**src/logic/usbdlp_regs.vh**
```
/*
  register indices, field positions, reset values and timing figures of the
  usb device link power block.
  assumes a 100 MHz register clock and an apb bus with 32-bit data.
*/
// Operation
// - feedback endpoint shares a number with data endpoints, opposite direction
// - each endpoint half keeps its own packet size and transfer type
// - pad low power in idle state, fully active in active state
// - bus suspend raises suspend flag and idles the pad
// - non-idle bus while suspended raises wake flag and wakes the pad
// - pad idle while disabled or detached; active once enabled and attached
// - upstream resume is the only self-started signalling, after host permits
// - upstream resume only after a bus suspend set the suspend flag; the code also allows it from lpm sleep without the flag
// - remote wake bit drives resume once bus inactive for 5 ms
// - sending upstream resume sets wake flag, clears suspend flag
// - remote wake bit clears when upstream resume finishes
// - end of host rebroadcast resume sets end-of-resume flag
// - remote wake set during downstream resume is cleared and ignored
// - lpm on enabled endpoint answered with the selected handshake
// - answered lpm writes besl, remote wake, link state to descriptor
// - lpm ack sets lpm suspend flag, transceiver suspends 9 us later
// - lpm nyet sets not-yet flag; interrupt only when enabled
// - lpm stall or no handshake sets nothing, transaction ignored
// - lpm sleep exits like suspend, with shorter remote wake drive
// - wake interrupt is produced without a running clock
// - enable write reads back at once, busy until crossed over
`ifndef USBDLP_REGS_VH
`define USBDLP_REGS_VH

// register indices; byte address is four times the index
`define USBDLP_IDX_CONTROL_MAIN 10'h000
`define USBDLP_IDX_SYNC_BUSY 10'h002
`define USBDLP_IDX_MEM_PRIORITY 10'h003
`define USBDLP_IDX_DEVICE_CONTROL 10'h008
`define USBDLP_IDX_LINK_STATE 10'h00D
`define USBDLP_IDX_IRQ_ENABLE_CLR 10'h014
`define USBDLP_IDX_IRQ_ENABLE_SET 10'h016
`define USBDLP_IDX_IRQ_FLAGS 10'h01C
`define USBDLP_IDX_DESC_BASE 10'h024
`define USBDLP_IDX_PAD_TRIM 10'h028
`define USBDLP_IDX_EP_CFG 10'h040

// control_main fields
`define USBDLP_CM_SOFT_RESET 0
`define USBDLP_CM_ENABLE 1
`define USBDLP_CM_KEEP_RUNNING 2
// device_control fields
`define USBDLP_DC_DETACH 0
`define USBDLP_DC_REMOTE_WAKE 1
`define USBDLP_DC_HSK_LSB 2
// irq flag positions
`define USBDLP_F_SUSPEND 0
`define USBDLP_F_WAKEUP 1
`define USBDLP_F_END_OF_RESUME_FLAG 2
`define USBDLP_F_LPM_SUSP 3
`define USBDLP_F_LPM_NYET 4
// lpm handshake select codes
`define USBDLP_HSK_NONE 2'h0
`define USBDLP_HSK_ACK 2'h1
`define USBDLP_HSK_NYET 2'h2
`define USBDLP_HSK_STALL 2'h3

// reset values
`define USBDLP_RST_MEM_PRIORITY 4'hF
`define USBDLP_RST_DETACH 1'b1
`define USBDLP_RST_PAD_TRIM 16'h0000
`define USBDLP_RST_DESC_BASE 32'h0000_0000

// descriptor layout of the link power word
`define USBDLP_DESC_EP_STRIDE_SH 5
`define USBDLP_DESC_LPW_OFFSET 32'h0000_0008

// timing
`define USBDLP_CLK_PERIOD_NS 10
`define USBDLP_LPM_SUSP_DELAY_NS 9000
`define USBDLP_RWK_IDLE_MS 5

`endif

```
**src/logic/usbdlp_sync.v**
```verilog
/*
  three-flop synchroniser for pin levels, one generate lane per bit.
  assumes the inputs are asynchronous to ref_clk.
*/
`timescale 1ns/1ps
module usbdlp_sync #(
  parameter W = 1,
  parameter [W-1:0] RST_VAL = {W{1'b0}}
) (
  input wire ref_clk, // register clock
  input wire reset, // async reset, active high
  input wire [W-1:0] pin_in, // raw pin levels
  output wire [W-1:0] level_out // filtered level
);
  genvar i;
  generate
    for (i = 0; i < W; i = i + 1) begin : g_lane
      reg s1_q;
      reg s2_q;
      reg s3_q;
      reg lvl_q;
      // level changes once second and third stage agree
      always @(posedge ref_clk or posedge reset) begin
        if (reset) begin
          s1_q <= RST_VAL[i];
          s2_q <= RST_VAL[i];
          s3_q <= RST_VAL[i];
          lvl_q <= RST_VAL[i];
        end else begin
          s1_q <= pin_in[i];
          s2_q <= s1_q;
          s3_q <= s2_q;
          if (s2_q == s3_q) begin
            lvl_q <= s3_q;
          end
        end
      end
      assign level_out[i] = lvl_q;
    end
  endgenerate
endmodule

```
**src/logic/usbdlp_timer.v**
```verilog
/*
  down counter used for the lpm suspend delay and the resume drive time.
  assumes load is a one-cycle pulse; a new load restarts the count.
*/
`timescale 1ns/1ps
module usbdlp_timer (
  input wire ref_clk, // register clock
  input wire reset, // async reset, active high
  input wire load, // start pulse
  input wire [19:0] load_val, // cycles to run, at least one
  output wire busy, // counting
  output reg done // one-cycle pulse at expiry
);
  reg [19:0] cnt_q;

  assign busy = (cnt_q != 20'h0_0000);

  // count down, pulse done on the last cycle
  always @(posedge ref_clk or posedge reset) begin
    if (reset) begin
      cnt_q <= 20'h0_0000;
      done <= 1'b0;
    end else if (load) begin
      cnt_q <= load_val;
      done <= 1'b0;
    end else begin
      done <= (cnt_q == 20'h0_0001);
      if (busy) begin
        cnt_q <= cnt_q - 20'h0_0001;
      end
    end
  end
endmodule

```
**src/logic/usbdlp_link_pm.v**
```verilog
/*
  usb device link power block: apb register file, suspend and resume
  detection, pad state, remote wake and lpm handling.
  assumes bus line levels arrive on pins from the transceiver, lpm tokens
  come from the protocol engine on ref_clk, and descriptor writes go to a
  memory port with a ready handshake.
*/
`timescale 1ns/1ps
`include "usbdlp_regs.vh"
module usbdlp_link_pm #(
  parameter SUSPEND_CYCLES = 300000, // 3 ms bus idle means suspend
  parameter RWK_IDLE_CYCLES = `USBDLP_RWK_IDLE_MS * 100000, // 5 ms at 100 MHz
  parameter RESUME_DRIVE_CYCLES = 200000, // upstream resume drive, 2 ms
  parameter LPM_DRIVE_CYCLES = 5000 // shorter drive out of lpm sleep
) (
  input wire ref_clk, // 100 MHz clock
  input wire reset, // async reset, active high
  input wire psel, // apb select
  input wire penable, // apb enable
  input wire pwrite, // apb direction
  input wire [11:0] paddr, // apb byte address
  input wire [31:0] pwdata, // apb write data
  output wire [31:0] prdata, // apb read data
  output wire pready, // apb ready
  output wire pslverr, // apb error, unmapped address
  input wire bus_idle_pin, // line in idle j state
  input wire bus_reset_pin, // line held in reset
  input wire lpm_rx_valid, // lpm token received, pulse
  input wire [2:0] lpm_rx_ep, // addressed endpoint
  input wire [3:0] lpm_rx_besl, // best effort latency
  input wire lpm_rx_remote_wake, // host permits remote wake
  input wire [3:0] lpm_rx_link_state, // requested link state
  output wire [1:0] lpm_hs_code, // handshake to return
  output wire lpm_hs_valid, // handshake code applies now
  output reg desc_wr_valid, // descriptor write request
  output reg [31:0] desc_wr_addr, // descriptor byte address
  output reg [15:0] desc_wr_data, // link power word
  input wire desc_wr_ready, // memory took the write
  output wire pad_active, // pad fully on, else low power
  output wire resume_k_o, // resume k level out
  output wire resume_k_oe, // resume drive enable
  output wire wake_async, // clockless wake request
  output wire irq, // masked flag interrupt
  output wire core_enable, // enable as seen by the core
  output wire keep_running_asleep, // usb clock kept in standby
  output wire [3:0] mem_priority, // data and config priority
  output wire [15:0] pad_trim, // pad calibration
  output wire [127:0] ep_cfg_flat // per endpoint type and size
);
  // ------------------------------------------------------------
  // link states
  // ------------------------------------------------------------
  localparam [6:0] ST_OFF = 7'h01;
  localparam [6:0] ST_ON = 7'h02;
  localparam [6:0] ST_SUSPEND = 7'h04;
  localparam [6:0] ST_SLEEP = 7'h08;
  localparam [6:0] ST_DNRESUME = 7'h10;
  localparam [6:0] ST_UPRESUME = 7'h20;
  localparam [6:0] ST_RESET = 7'h40;
  localparam [19:0] LPM_DELAY = `USBDLP_LPM_SUSP_DELAY_NS / `USBDLP_CLK_PERIOD_NS;

  reg enable_q;
  reg soft_reset_q;
  reg keep_run_q;
  reg [3:0] qos_q;
  reg [31:0] desc_base_q;
  reg [15:0] pad_trim_q;
  reg detach_q;
  reg rwr_q;
  reg [1:0] hsk_q;
  reg [4:0] flags_q;
  reg [4:0] irq_en_q;
  reg [15:0] ep_cfg_q [0:7];
  reg en_mid_q;
  reg en_core_q;
  reg [31:0] prdata_q;
  reg err_q;
  reg [6:0] state_q;
  reg [6:0] state_d;
  reg [19:0] idle_cnt_q;
  reg lpm_wait_q;
  reg set_susp;
  reg set_wake;
  reg clr_susp;
  reg set_end_of_resume_flag;
  reg rwr_done;
  reg tmr_load;
  reg [19:0] tmr_val;
  reg [31:0] rd_d;
  reg hit_d;
  wire idle_s;
  wire rst_s;
  wire tmr_done;
  wire [9:0] idx;
  wire acc;
  wire wr;
  wire soft_clr;
  wire lpm_ep_on;
  wire lpm_take;
  wire lpm_ack;
  wire lpm_nyet;
  wire rwr_wr;
  wire [4:0] hw_set;
  wire [4:0] w1c;

  // ------------------------------------------------------------
  // pin synchronisers and timer
  // ------------------------------------------------------------
  usbdlp_sync #(
    .W(2),
    .RST_VAL(2'b01)
  ) u_sync (
    .ref_clk(ref_clk),
    .reset(reset),
    .pin_in({bus_reset_pin, bus_idle_pin}),
    .level_out({rst_s, idle_s})
  );

  usbdlp_timer u_tmr (
    .ref_clk(ref_clk),
    .reset(reset),
    .load(tmr_load),
    .load_val(tmr_val),
    .busy(),
    .done(tmr_done)
  );

  // ------------------------------------------------------------
  // apb decode
  // ------------------------------------------------------------
  assign idx = paddr[11:2];
  assign acc = psel & penable;
  assign wr = acc & pwrite & hit_d;
  assign pready = acc;
  assign pslverr = acc & err_q;
  assign prdata = prdata_q;
  assign soft_clr = soft_reset_q;
  assign rwr_wr = wr & (idx == `USBDLP_IDX_DEVICE_CONTROL) & pwdata[`USBDLP_DC_REMOTE_WAKE];
  assign w1c = (wr & (idx == `USBDLP_IDX_IRQ_FLAGS)) ? pwdata[4:0] : 5'h00;

  // read mux and address check
  always @* begin
    rd_d = 32'h0000_0000;
    hit_d = (paddr[1:0] == 2'h0);
    if (idx >= `USBDLP_IDX_EP_CFG && idx < `USBDLP_IDX_EP_CFG + 10'h008) begin
      rd_d = {16'h0000, ep_cfg_q[idx[2:0]]};
    end else begin
      case (idx)
        `USBDLP_IDX_CONTROL_MAIN: rd_d = {29'h0000_0000, keep_run_q, enable_q, soft_reset_q};
        `USBDLP_IDX_SYNC_BUSY: rd_d = {30'h0000_0000, enable_q != en_core_q, soft_reset_q};
        `USBDLP_IDX_MEM_PRIORITY: rd_d = {28'h000_0000, qos_q};
        `USBDLP_IDX_DEVICE_CONTROL: rd_d = {28'h000_0000, hsk_q, rwr_q, detach_q};
        `USBDLP_IDX_LINK_STATE: rd_d = {25'h000_0000, state_q};
        `USBDLP_IDX_IRQ_ENABLE_CLR: rd_d = {27'h000_0000, irq_en_q};
        `USBDLP_IDX_IRQ_ENABLE_SET: rd_d = {27'h000_0000, irq_en_q};
        `USBDLP_IDX_IRQ_FLAGS: rd_d = {27'h000_0000, flags_q};
        `USBDLP_IDX_DESC_BASE: rd_d = desc_base_q;
        `USBDLP_IDX_PAD_TRIM: rd_d = {16'h0000, pad_trim_q};
        default: hit_d = 1'b0;
      endcase
    end
  end

  // read data and error latched in the setup cycle
  always @(posedge ref_clk or posedge reset) begin
    if (reset) begin
      prdata_q <= 32'h0000_0000;
      err_q <= 1'b0;
    end else if (psel & ~penable) begin
      prdata_q <= pwrite ? 32'h0000_0000 : rd_d;
      err_q <= ~hit_d;
    end
  end

  // ------------------------------------------------------------
  // software registers
  // ------------------------------------------------------------
  // soft reset wins over every other field of the same write
  always @(posedge ref_clk or posedge reset) begin
    if (reset) begin
      enable_q <= 1'b0;
      soft_reset_q <= 1'b0;
      keep_run_q <= 1'b0;
      qos_q <= `USBDLP_RST_MEM_PRIORITY;
      desc_base_q <= `USBDLP_RST_DESC_BASE;
      pad_trim_q <= `USBDLP_RST_PAD_TRIM;
      detach_q <= `USBDLP_RST_DETACH;
      hsk_q <= `USBDLP_HSK_NONE;
      irq_en_q <= 5'h00;
    end else if (soft_clr) begin
      enable_q <= 1'b0;
      soft_reset_q <= 1'b0;
      keep_run_q <= 1'b0;
      qos_q <= `USBDLP_RST_MEM_PRIORITY;
      desc_base_q <= `USBDLP_RST_DESC_BASE;
      pad_trim_q <= `USBDLP_RST_PAD_TRIM;
      detach_q <= `USBDLP_RST_DETACH;
      hsk_q <= `USBDLP_HSK_NONE;
      irq_en_q <= 5'h00;
    end else if (wr) begin
      case (idx)
        `USBDLP_IDX_CONTROL_MAIN: begin
          if (pwdata[`USBDLP_CM_SOFT_RESET]) begin
            soft_reset_q <= 1'b1;
          end else begin
            enable_q <= pwdata[`USBDLP_CM_ENABLE];
            keep_run_q <= pwdata[`USBDLP_CM_KEEP_RUNNING];
          end
        end
        `USBDLP_IDX_MEM_PRIORITY: qos_q <= pwdata[3:0];
        `USBDLP_IDX_DEVICE_CONTROL: begin
          detach_q <= pwdata[`USBDLP_DC_DETACH];
          hsk_q <= pwdata[`USBDLP_DC_HSK_LSB+1:`USBDLP_DC_HSK_LSB];
        end
        `USBDLP_IDX_IRQ_ENABLE_CLR: irq_en_q <= irq_en_q & ~pwdata[4:0];
        `USBDLP_IDX_IRQ_ENABLE_SET: irq_en_q <= irq_en_q | pwdata[4:0];
        `USBDLP_IDX_DESC_BASE: desc_base_q <= {pwdata[31:2], 2'h0};
        `USBDLP_IDX_PAD_TRIM: pad_trim_q <= pwdata[15:0];
        default: ;
      endcase
    end
  end

  // endpoint halves: out type, in type, out size, in size per number
  genvar e;
  generate
    for (e = 0; e < 8; e = e + 1) begin : g_ep
      always @(posedge ref_clk or posedge reset) begin
        if (reset) begin
          ep_cfg_q[e] <= 16'h0000;
        end else if (soft_clr) begin
          ep_cfg_q[e] <= 16'h0000;
        end else if (wr && idx == `USBDLP_IDX_EP_CFG + e) begin
          ep_cfg_q[e] <= pwdata[15:0] & 16'h7777;
        end
      end
      assign ep_cfg_flat[e*16+15:e*16] = ep_cfg_q[e];
    end
  endgenerate

  // enable carried into the core over two stages
  always @(posedge ref_clk or posedge reset) begin
    if (reset) begin
      en_mid_q <= 1'b0;
      en_core_q <= 1'b0;
    end else begin
      en_mid_q <= enable_q;
      en_core_q <= en_mid_q;
    end
  end

  // ------------------------------------------------------------
  // bus activity and lpm decode
  // ------------------------------------------------------------
  // cycles of continuous idle line, saturating
  always @(posedge ref_clk or posedge reset) begin
    if (reset) begin
      idle_cnt_q <= 20'h0_0000;
    end else if (~idle_s || state_q == ST_UPRESUME) begin
      idle_cnt_q <= 20'h0_0000;
    end else if (idle_cnt_q != 20'hF_FFFF) begin
      idle_cnt_q <= idle_cnt_q + 20'h0_0001;
    end
  end

  assign lpm_ep_on = |ep_cfg_q[lpm_rx_ep][6:0];
  assign lpm_take = lpm_rx_valid & lpm_ep_on & (state_q == ST_ON);
  assign lpm_ack = lpm_take & (hsk_q == `USBDLP_HSK_ACK);
  assign lpm_nyet = lpm_take & (hsk_q == `USBDLP_HSK_NYET);
  assign lpm_hs_code = lpm_take ? hsk_q : `USBDLP_HSK_NONE;
  assign lpm_hs_valid = lpm_rx_valid;

  // ------------------------------------------------------------
  // link state machine
  // ------------------------------------------------------------
  always @* begin
    state_d = state_q;
    set_susp = 1'b0;
    set_wake = 1'b0;
    clr_susp = 1'b0;
    set_end_of_resume_flag = 1'b0;
    rwr_done = 1'b0;
    tmr_load = 1'b0;
    tmr_val = LPM_DELAY;
    if (~en_core_q || detach_q) begin
      state_d = ST_OFF;
    end else begin
      case (state_q)
        ST_OFF: state_d = ST_ON;
        ST_ON: begin
          if (rst_s) begin
            state_d = ST_RESET;
          end else if (lpm_wait_q && tmr_done) begin
            state_d = ST_SLEEP;
          end else if (idle_cnt_q == SUSPEND_CYCLES[19:0]) begin
            state_d = ST_SUSPEND;
            set_susp = 1'b1;
          end
          if (lpm_ack) begin
            tmr_load = 1'b1;
          end
        end
        ST_RESET: begin
          if (~rst_s) begin
            state_d = ST_ON;
          end
        end
        ST_SUSPEND, ST_SLEEP: begin
          if (~idle_s) begin
            state_d = ST_DNRESUME;
            set_wake = 1'b1;
          end else if (rwr_q && (flags_q[`USBDLP_F_SUSPEND] || state_q == ST_SLEEP) &&
                       idle_cnt_q >= RWK_IDLE_CYCLES[19:0]) begin
            state_d = ST_UPRESUME;
            set_wake = 1'b1;
            clr_susp = 1'b1;
            tmr_load = 1'b1;
            tmr_val = (state_q == ST_SLEEP) ? LPM_DRIVE_CYCLES[19:0] :
                      RESUME_DRIVE_CYCLES[19:0];
          end
        end
        ST_UPRESUME: begin
          if (tmr_done) begin
            state_d = ST_DNRESUME;
            rwr_done = 1'b1;
          end
        end
        ST_DNRESUME: begin
          if (idle_s) begin
            state_d = ST_ON;
            set_end_of_resume_flag = 1'b1;
          end
        end
        default: state_d = ST_OFF;
      endcase
    end
  end

  // state and the pending lpm suspend
  always @(posedge ref_clk or posedge reset) begin
    if (reset) begin
      state_q <= ST_OFF;
      lpm_wait_q <= 1'b0;
    end else begin
      state_q <= state_d;
      if (lpm_ack) begin
        lpm_wait_q <= 1'b1;
      end else if (tmr_done || state_q != ST_ON) begin
        lpm_wait_q <= 1'b0;
      end
    end
  end

  // remote wake request: hardware clears at end or when ignored
  always @(posedge ref_clk or posedge reset) begin
    if (reset) begin
      rwr_q <= 1'b0;
    end else if (soft_clr || rwr_done || state_q == ST_DNRESUME || state_q == ST_OFF) begin
      rwr_q <= 1'b0;
    end else if (rwr_wr) begin
      rwr_q <= 1'b1;
    end
  end

  // ------------------------------------------------------------
  // flags, interrupt and descriptor write
  // ------------------------------------------------------------
  assign hw_set = {lpm_nyet, lpm_ack, set_end_of_resume_flag, set_wake, set_susp};

  // sticky flags, hardware set wins over software clear
  always @(posedge ref_clk or posedge reset) begin
    if (reset) begin
      flags_q <= 5'h00;
    end else if (soft_clr) begin
      flags_q <= 5'h00;
    end else begin
      flags_q <= (flags_q & ~w1c & ~{4'h0, clr_susp}) | hw_set;
    end
  end

  assign irq = |(flags_q & irq_en_q);

  // link power word into bank 0 of the addressed descriptor
  always @(posedge ref_clk or posedge reset) begin
    if (reset) begin
      desc_wr_valid <= 1'b0;
      desc_wr_addr <= 32'h0000_0000;
      desc_wr_data <= 16'h0000;
    end else if (lpm_ack || lpm_nyet) begin
      desc_wr_valid <= 1'b1;
      desc_wr_addr <= desc_base_q + ({29'h0000_0000, lpm_rx_ep} << `USBDLP_DESC_EP_STRIDE_SH) +
                      `USBDLP_DESC_LPW_OFFSET;
      desc_wr_data <= {7'h00, lpm_rx_remote_wake, lpm_rx_besl, lpm_rx_link_state};
    end else if (desc_wr_ready) begin
      desc_wr_valid <= 1'b0;
    end
  end

  // ------------------------------------------------------------
  // pad and line outputs
  // ------------------------------------------------------------
  assign pad_active = (state_q == ST_ON) || (state_q == ST_RESET) ||
                      (state_q == ST_DNRESUME) || (state_q == ST_UPRESUME);
  assign resume_k_oe = (state_q == ST_UPRESUME);
  assign resume_k_o = (state_q == ST_UPRESUME);
  // raw pin path, needs no clock to raise a wake
  assign wake_async = ((state_q == ST_SUSPEND) || (state_q == ST_SLEEP)) & ~bus_idle_pin;
  assign core_enable = en_core_q;
  assign keep_running_asleep = keep_run_q;
  assign mem_priority = qos_q;
  assign pad_trim = pad_trim_q;
endmodule

```
**config.mk**
```make
export PLATFORM = sky130hd
export DESIGN_NAME = usbdlp_link_pm
export DESIGN_NICKNAME = d
export VERILOG_FILES = /design/src/logic/usbdlp_sync.v /design/src/logic/usbdlp_timer.v /design/src/logic/usbdlp_link_pm.v
export VERILOG_INCLUDE_DIRS = /design/src /design/src/logic
export SDC_FILE = /design/constraint.sdc
export NUM_CORES = 1
export LEC_CHECK = 0
export BUFFER_PORTS_ARGS = -buffer_cell sky130_fd_sc_hd__buf_2
export CAP_MARGIN = 30
export CORE_MARGIN = 5
export CORE_UTILIZATION = 40
export CTS_BUF_LIST = sky130_fd_sc_hd__clkbuf_8
export DETAILED_ROUTE_END_ITERATION = 8
export GPL_TIMING_DRIVEN = 0
export HOLD_SLACK_MARGIN = 0.12
export PLACE_DENSITY_LB_ADDON = 0.1
export SLEW_MARGIN = 20
export SYNTH_ARGS = -nofsm -noshare
export SYNTH_HDL_FRONTEND = slang
export SYNTH_HIERARCHICAL = 1
export SYNTH_SLANG_ARGS = --single-unit
```
**constraint.sdc**
```tcl
create_clock -name ref_clk -period 11 [get_ports ref_clk]
set_input_delay 2.75 -clock ref_clk [delete_from_list [all_inputs] [get_ports ref_clk]]
set_output_delay 2.75 -clock ref_clk [all_outputs]
set_load 0.01 [all_outputs]
```
==> flow_summary.ini, run 1 <==
[sta]
max_clock_freq_ghz = 0.136
tightest_slew_ns = 0.859
slew-limit-headroom = 0.427
fin_tns_setup_ns = 0
period_share = 0.668
fin_skew_ns = 0.0319
period_needed_ns = 7.35
rsz0062_at_grt = false
hold_ws_ns = 0.348
hold_viol = 0
drv_slew = 0
report.final.setup_viol = 0

[clock_tree]
cts_tree = built
clk_latency_ns = 0.64
cts_hold_buf = 0
clk_root_buffer_cell = clkbuf_8
htreeDepth = 2
numCtsBuffers = 53
cts_setup_buffers = 0
clockBufferDepth = 3
clk_pin_slew_worst_paths_ns = 0.06
cts_resized = 0
clkSinkCount = 295

[drt]
initialDrtViolationCount = 880
vias = 12900
wl_um = 51000
drc_errors = 0
antenna_left = 0
wl_per_cell_um = 21.1
viasPerCell = 5.32
drtPass1Iterations = 5

[finish]
seq_area_um2 = 7390
nNetsFinal = 1937
area_growth_pct = 21.8
num-fill-cells = 3627
finish.utilization = 0.492
drive_gt1_frac = 0.276
multi_input_area_um2 = 7160

[yosys]
synth_warnings = 6
syn_area_um2 = 15200
postSynthCellCount = 1493
syn_avg_cell_area_um2 = 10.2

[setup_path]
path_common_cell = buf_2
r2r-start = ep_cfg_flat[18]
timing.critical_path.from = lpm_rx_ep[0]
required_ns = 8.25
slowest_stage = a21oi_1
worstPathArrival_ns = 4.60
cp_slowest_stage_delay_ns = 0.64
endpoint_kind = primary output
cp_cell_sequence = buf_2 -> nor3_1 -> a211o_1 -> a21oi_1 -> o21ai_0 -> nor2_1 -> buf_2
crit_fanout = 9
path_class = input pin to primary output
cp-start-kind = input pin

[floorplan]
fp-row-count = 71
pin_count = 306
die_w_um = 205
initial_core_util = 0.404
design.die.area_um2 = 41900
die_h_um = 205
core_area_um2 = 37600

[global_route]
grt_pass1_wl_um = 78300
overflow = 0
grt_pass1_vias = 12700
grt_max_degree = 104
antenna_found_initial = 1
grt_use_total = 0.241

[flow_run]
cap_violations = 0

[worst_hold_path]
hold_start = en_mid_q
holdCritPathClass = register to register

[power_and_ir_drop]
irDropWorstVdd_uv = 74.5
power.total_mw = 2.41
power_density_nw_per_um2 = 131
p_leak_nw = 9.16

[outcome]
status = finished clean

[placement]
port_buffers = 261
place.gp.congestion = 0.918
dp_hpwl_um = 38200
-- cell type report --
cell class,count,area share
plain buffers,130,0.0395
well taps,511,0.0346
clock inverters,34,0.00907
inverters,22,0.00487
clock buffers,66,0.0492
multi-input cells,1095,0.387
repair buffers,266,0.0750
diodes,2,0.000271
flip-flops and latches,295,0.400
-- flip-flops by register name (all words and copies together) (netlist names), 2 cells and up --
signal / count
desc_wr_data: 9
prdata: 32
u_tmr/cnt_q: 20
desc_wr_addr: 30
u_sync/g_lane.s1_q: 2
u_sync/g_lane.s3_q: 2
idle_cnt_q: 20
hsk_q: 2
flags_q: 5
mem_priority: 4
irq_en_q: 5
pad_trim: 16
ep_cfg_flat: 96
state_q: 7
desc_base_q: 30
u_sync/g_lane.s2_q: 2
u_sync/g_lane.lvl_q: 2
-- cell usage in the layout (no fill, tap or decap), types with 11 or more instances in the layout --
master,instances
nand4_1,20
mux2i_1,82
buf_4,50
nand3_1,32
o21ai_0,70
nor4_1,18
nor2_1,126
and3_1,19
conb_1,51
nand2b_1,21
clkbuf_1,55
mux2_2,39
and2_1,11
dfrtp_1,285
buf_2,281
nand2_1,226
xnor2_1,31
o31ai_1,11
clkbuf_8,66
a22o_1,18
xor2_1,28
nor2b_1,14
nor3_1,23
mux4_2,24
inv_1,42
a21oi_1,74
-- report_power, final --
part	internal, mW	leakage (nW)	switching [mW]
sequential	1.12	4.01	0.0436
combinational	0.0827	4.51	0.130
clock	0.546	0.639	0.490
-- critical path: cells and delay by family --
kind / cells / cell delay [ns]
AO/OA/AOI/OAI: 3 / 1.18
buffers and inverters: 2 / 0.41
AND/OR/NAND/NOR: 2 / 0.24
-- metal layers --
| layer | global-route usage | routed length, µm | vias to the layer above |
|---|---|---|---|
| met3 | 0.0541 | 3980 | 78 |
| met4 | 0.0680 | 1190 | 0 |
| li1 | - | - | 5967 |
| met2 | 0.380 | 23300 | 504 |
| met1 | 0.338 | 22500 | 6321 |
| met5 | 0 | 0 | - |
-- through the flow --
stage	cell area (µm²)	worst slack, ns	cells
floorplan	15400	0.935	1542
global placement	17300	-2.60	2314
detailed placement	17400	3.67	2317
CTS	18500	3.68	2417
global route	18500	3.48	2420
finish	18500	3.65	2421
-- worst paths after layout --
kind	slack (ns)	to	cells past startpoint
worst max-delay path	3.65	lpm_hs_code[1]	7
worst max register to register	7.47	u_tmr/cnt_q[8]	10
worst min-delay path	0.35	core_enable	0
worst min register to register	0.35	core_enable	0
min in group asynchronous	2.13	u_sync/g_lane[1].s1_q	2
max in group asynchronous	7.77	desc_wr_data[0]	3
No activity file was read; power rests on OpenSTA's default activity.
==> run 2, diff against run 1 <==
==> constraint.sdc (replaced) <==
create_clock -name ref_clk -period 6.6 [get_ports ref_clk]
set_input_delay 1.65 -clock ref_clk [delete_from_list [all_inputs] [get_ports ref_clk]]
set_output_delay 1.65 -clock ref_clk [all_outputs]
set_load 0.01 [all_outputs]
==> flow_summary.ini, run 2 (synthesized netlist as in run 1, its figures left out) <==
[setup_path]
path_class = input pin to primary output
required_ns = 4.95
worstPathArrival_ns = 3.53
cp-start-kind = input pin
endpoint_kind = primary output
crit_fanout = 9

[sta]
drv_slew = 0
hold_viol = 0
rsz0062_at_grt = false
slew-limit-headroom = 0.367
tightest_slew_ns = 0.941
max_clock_freq_ghz = 0.193
report.final.setup_viol = 0
fin_skew_ns = 0.0166
period_share = 0.785
period_needed_ns = 5.18

[placement]
dpl.cell_count = 2323
port_buffers = 261
dp_hpwl_um = 38400
place.gp.congestion = 0.903

[floorplan]
initial_core_util = 0.404
die_h_um = 205
die_w_um = 205
fp-row-count = 71
pin_count = 306
core_area_um2 = 37600
design.die.area_um2 = 41900

[global_route]
groute.layer.met1.usage = 0.338
grt_max_degree = 34
grt_pass1_wl_um = 77900
overflow = 0
grt_use_met3 = 0.0573
met2_usage = 0.376
antenna_found_initial = 0
grt_pass1_vias = 12700
grt_use_total = 0.240
grt-busiest-layer = met2

[finish]
nNetsFinal = 1941
antenna_cells = 0
area_growth_pct = 22.5
finish.utilization = 0.495
mostFrequentLayoutCells = dfrtp_1 (285), buf_2 (280), nand2_1 (226)
layout_commonest_cell = dfrtp_1
drive_gt1_frac = 0.274
final_cells = 2420
largest_reg_flops = 96

[clock_tree]
clockBufferDepth = 3
clk_root_buffer_cell = clkbuf_8
clk_pin_slew_worst_paths_ns = 0.05
clk_latency_ns = 0.63
cts_hold_buf = 0
cts_tree = built
cts_setup_buffers = 0
clkSinkCount = 295
htreeDepth = 2
numCtsBuffers = 53
cts_resized = 0

[power_and_ir_drop]
p_leak_nw = 9.20
power_density_nw_per_um2 = 219
power.total_mw = 4.07
irDropWorstVdd_uv = 125

[drt]
viasPerCell = 5.36
drtPass1Iterations = 5
vias = 13000
antenna_left = 0
initialDrtViolationCount = 841
drc_errors = 0
wl_um = 50900
wl_per_cell_um = 21.0

[worst_hold_path]
holdCritPathClass = register to register

[outcome]
status = finished clean

[flow_run]
cap_violations = 0
-- run 2: cell count changes in the layout (fill, tap and decap cells not counted), sizes merged --
cell and change:
clkinv -8, buf +5, bufinv +2, clkinvlp +2
diode -2, clkbuf -1, inv +1
-- run 2: area by class of cell --
cell class / instances / area [µm²]
Multi-Input combinational cell: 1095 / 7160
Timing Repair Buffer: 270 / 1490
Tap cell: 511 / 639
Fill cell: 3588 / 19000
Sequential cell: 295 / 7390
Buffer: 130 / 729
Inverter: 22 / 86.3
Clock buffer: 66 / 908
Clock inverter: 31 / 179
-- run 2: critical path, stage by stage --
cell,delay [ns]
buf_2,0.19
nor4b_1,0.18
a211o_1,0.26
a21oi_1,0.67
o21ai_0,0.26
nor2_1,0.15
buf_2,0.17
-- run 2: path summary, 6_finish.rpt --
check	to	start	slack (ns)	depth (start not counted)
max	lpm_hs_code[0]	lpm_rx_ep[0]	1.42	7
min	u_sync/g_lane[1].s2_q	u_sync/g_lane[1].s1_q	0.35	0
max reg2reg	u_tmr/cnt_q[7]	ep_cfg_flat[18]	3.06	10
min reg2reg	u_sync/g_lane[1].s2_q	u_sync/g_lane[1].s1_q	0.35	0
max in group asynchronous	ep_cfg_flat[125]	reset	4.29	6
min in group asynchronous	u_sync/g_lane[1].s1_q	reset	1.00	2
-- run 2: stage by stage --
stage / instance area [µm²] / hold slack (ns) / TNS, ns / setup WS [ns]
CTS: 18600 / 0.356 / 0 / 1.49
global placement: 17300 / 0.333 / -96.50 / -0.405
floorplan: 15400 / 0.331 / 0 / 1.44
detailed placement: 17500 / 0.342 / 0 / 1.49
finish: 18600 / 0.352 / 0 / 1.42
global route: 18600 / 0.362 / 0 / 1.38
-- run 2: report_power, final --
| part | leakage (nW) | internal [mW] | switching, mW |
|---|---|---|---|
| combinational | 4.55 | 0.145 | 0.218 |
| clock | 0.644 | 0.973 | 0.797 |
| sequential | 4.01 | 1.87 | 0.0718 |
| total | 9.20 | 2.98 | 1.09 |
-- run 2: metal layers --
| metal | routed length [µm] | part of all wire |
|---|---|---|
| met1 | 22400 | 0.44 |
| met2 | 22900 | 0.45 |
| met3 | 4320 | 0.085 |
| met4 | 1260 | 0.025 |
| met5 | 0 | 0 |
==> run 3, diff against run 2 <==
--- a/config.mk
+++ b/config.mk
@@ -6,6 +6,7 @@
 export SDC_FILE = /design/constraint.sdc
 export NUM_CORES = 1
 export LEC_CHECK = 0
+export ABC_AREA = 1
 export BUFFER_PORTS_ARGS = -buffer_cell sky130_fd_sc_hd__buf_2
 export CAP_MARGIN = 30
 export CORE_MARGIN = 5
==> constraint.sdc (replaced) <==
create_clock -name ref_clk -period 4.6 [get_ports ref_clk]
set_input_delay 1.15 -clock ref_clk [delete_from_list [all_inputs] [get_ports ref_clk]]
set_output_delay 1.15 -clock ref_clk [all_outputs]
set_load 0.01 [all_outputs]
==> flow_summary.ini, run 3 <==
[outcome]
status = finished clean

[yosys]
postSynthCellCount = 1951
async_flop_share = 1.00
seq_area_frac_synth = 0.475
syn_avg_cell_area_um2 = 7.97
syn_area_um2 = 15600
synth_top_area_frac = 0.459
synthTopCellsByArea = dfrtp_1 (46%), nand2_1 (13%), inv_1 (4.7%)
synth_top_area_cell = dfrtp_1
yosysMostFrequentCell = nand2_1
synth_common_cells = nand2_1 (519), dfrtp_1 (285), inv_1 (196)
ys_ff_latch = 295
synth_warnings = 6
synth_cell_types = 55
synth_edf_count = 0
synth-main-ff-cell = dfrtp_1

[setup_path]
slowest_stage = buf_2
crit_fanout = 7
reg2reg_depth = 12
endpoint_kind = primary output
worstReg2RegEnd = u_tmr/cnt_q[0]
worst-path-stages = 11
r2r_setup_slack_ns = 1.11
cp_cell_sequence = buf_2 -> inv_1 -> nor3_1 -> nand3_1 -> nand3_1 -> nand2_1 -> nor2_1 -> nor2_2 -> inv_1 -> nor2_1 -> buf_2
path_buf_inv = 4
required_ns = 3.45
worstSetupEndpoint = lpm_hs_code[0]
cp-start-kind = input pin
r2r-start = state_q[4]
timing.critical_path.from = lpm_rx_ep[0]
critPathTopFamily = simple AND/OR/NAND/NOR gates
path_class = input pin to primary output
cp_slowest_stage_delay_ns = 0.25
worstPathArrival_ns = 2.62

[clock_tree]
clkSinkCount = 295
htreeDepth = 2
clockBufferDepth = 3
cts_hold_buf = 0
clk_latency_ns = 0.67
clk_root_buffer_cell = clkbuf_8
numCtsBuffers = 53
clk_pin_slew_worst_paths_ns = 0.06
cts_setup_buffers = 0
cts_resized = 0
cts_tree = built

[finish]
finish.utilization = 0.497
area_growth_pct = 23.3
largest_reg_flops = 96
nNetsFinal = 2405
final_cells = 2895
mostFrequentLayoutCells = nand2_1 (519), dfrtp_1 (285), buf_2 (276)
drive_gt1_frac = 0.223
layout_commonest_cell = nand2_1

[drt]
vias = 15200
drc_errors = 0
antenna_left = 0
viasPerCell = 5.23
wl_um = 56800
drtPass1Iterations = 6
wl_per_cell_um = 19.6
initialDrtViolationCount = 1236

[floorplan]
die_w_um = 207
core_area_um2 = 38600
die_h_um = 207
fp-row-count = 72
design.die.area_um2 = 42900
pin_count = 306
initial_core_util = 0.403

[global_route]
overflow = 0
grt_pass1_wl_um = 88100
grt_use_total = 0.257
grt_max_degree = 34
antenna_found_initial = 2
grt_pass1_vias = 14900

[flow_run]
cap_violations = 0

[sta]
drv_slew = 0
rsz0062_at_grt = false
tightest_slew_ns = 1.01
fin_ws_ns = 0.826
period_share = 0.820
fin_skew_ns = 0.0483
hold_viol = 0
period_needed_ns = 3.77
slew-limit-headroom = 0.325
report.final.setup_viol = 0
max_clock_freq_ghz = 0.265

[power_and_ir_drop]
p_comb_frac = 0.108
seqPwrFrac = 0.443
irDropWorstVdd_uv = 183
power_density_nw_per_um2 = 328
p_sw_mw = 1.74
p_int_mw = 4.54
p_leak_nw = 10.3
power.share.clock = 0.449
power_switching_share = 0.277

[placement]
port_buffers = 264
post-place-ws_ns = 0.444
dpl.cell_count = 2793
place.gp.congestion = 0.965
dp_hpwl_um = 44000

[worst_hold_path]
holdCritPathClass = register to register
hold_start = u_sync/g_lane[1].s1_q
## run 3: worst min-delay path by stage
stage                            endpoint  slack [ns]  cells after the start
floorplan                     core_enable        0.33                      0
global placement              core_enable        0.34                      0
detailed placement  u_sync/g_lane[1].s2_q        0.35                      0
CTS                 u_sync/g_lane[1].s2_q        0.35                      0
global route        u_sync/g_lane[0].s3_q        0.36                      0
finish              u_sync/g_lane[1].s2_q        0.35                      0
## run 3: worst reg2reg max path, stage by stage (launching register included)
cell	delay, ns
dfrtp_1	0.43
nor3_2	0.25
nand4_1	0.32
nor2_1	0.26
nand2_1	0.09
nor2_2	0.22
nand3_1	0.33
clkbuf_1	0.37
a21oi_1	0.35
clkbuf_1	0.44
nor2_1	0.17
nand2_1	0.08
o21ai_0	0.07
## run 3: stage by stage
step | area [µm²] | hold slack, ns | power (mW) | TNS, ns
after global placement | 17700 | 0.337 | 3.47 | -505.05
after global routing | 19200 | 0.360 | 6.55 | 0
after CTS | 19200 | 0.353 | 6.33 | 0
after floorplan | 15700 | 0.331 | 3.27 | -14.71
final | 19200 | 0.349 | 6.28 | 0
after detailed placement | 17900 | 0.348 | 3.50 | 0
## run 3: kinds of logic after synthesis
kind of cell               Yosys count  share of synthesized area
adders and majority gates            9                    0.00724
other                                2                   0.000483
buffers and inverters              324                     0.0964
xor gates and xnor gates            32                     0.0180
AOI/OAI and AO/OA                  331                      0.125
and+or+nand+nor                    958                      0.277
DFF                                295                      0.475
## run 3: routing by layer
| layer | vias to the layer above | share of wire | track usage |
|---|---|---|---|
| met4 | 0 | 0.029 | 0.0846 |
| met3 | 103 | 0.078 | 0.0510 |
| met1 | 7297 | 0.45 | 0.363 |
| li1 | 7119 | - | - |
| met5 | - | 0 | 0 |
| met2 | 634 | 0.45 | 0.398 |
## run 3: power by group through the flow
stage          clock network (mW)  registers (mW)  logic (mW)
3_5_place_dp                    0            2.82       0.674
2_1_floorplan                   0            2.80       0.465
6_report                     2.82            2.78       0.679
4_1_cts                      2.88            2.78       0.677
3_3_place_gp                    0            2.83       0.642
5_1_grt                      2.99            2.79       0.770
## run 3: layout make-up
cell class,instances,area (µm²)
fill,3899,19400
sequential,295,7390
multi-input combinational,1381,6840
timing repair buffer,276,1560
clock buffer,71,977
inverter,212,805
buffer,112,698
tap,518,648
clock inverter,28,244
antenna,2,5.00
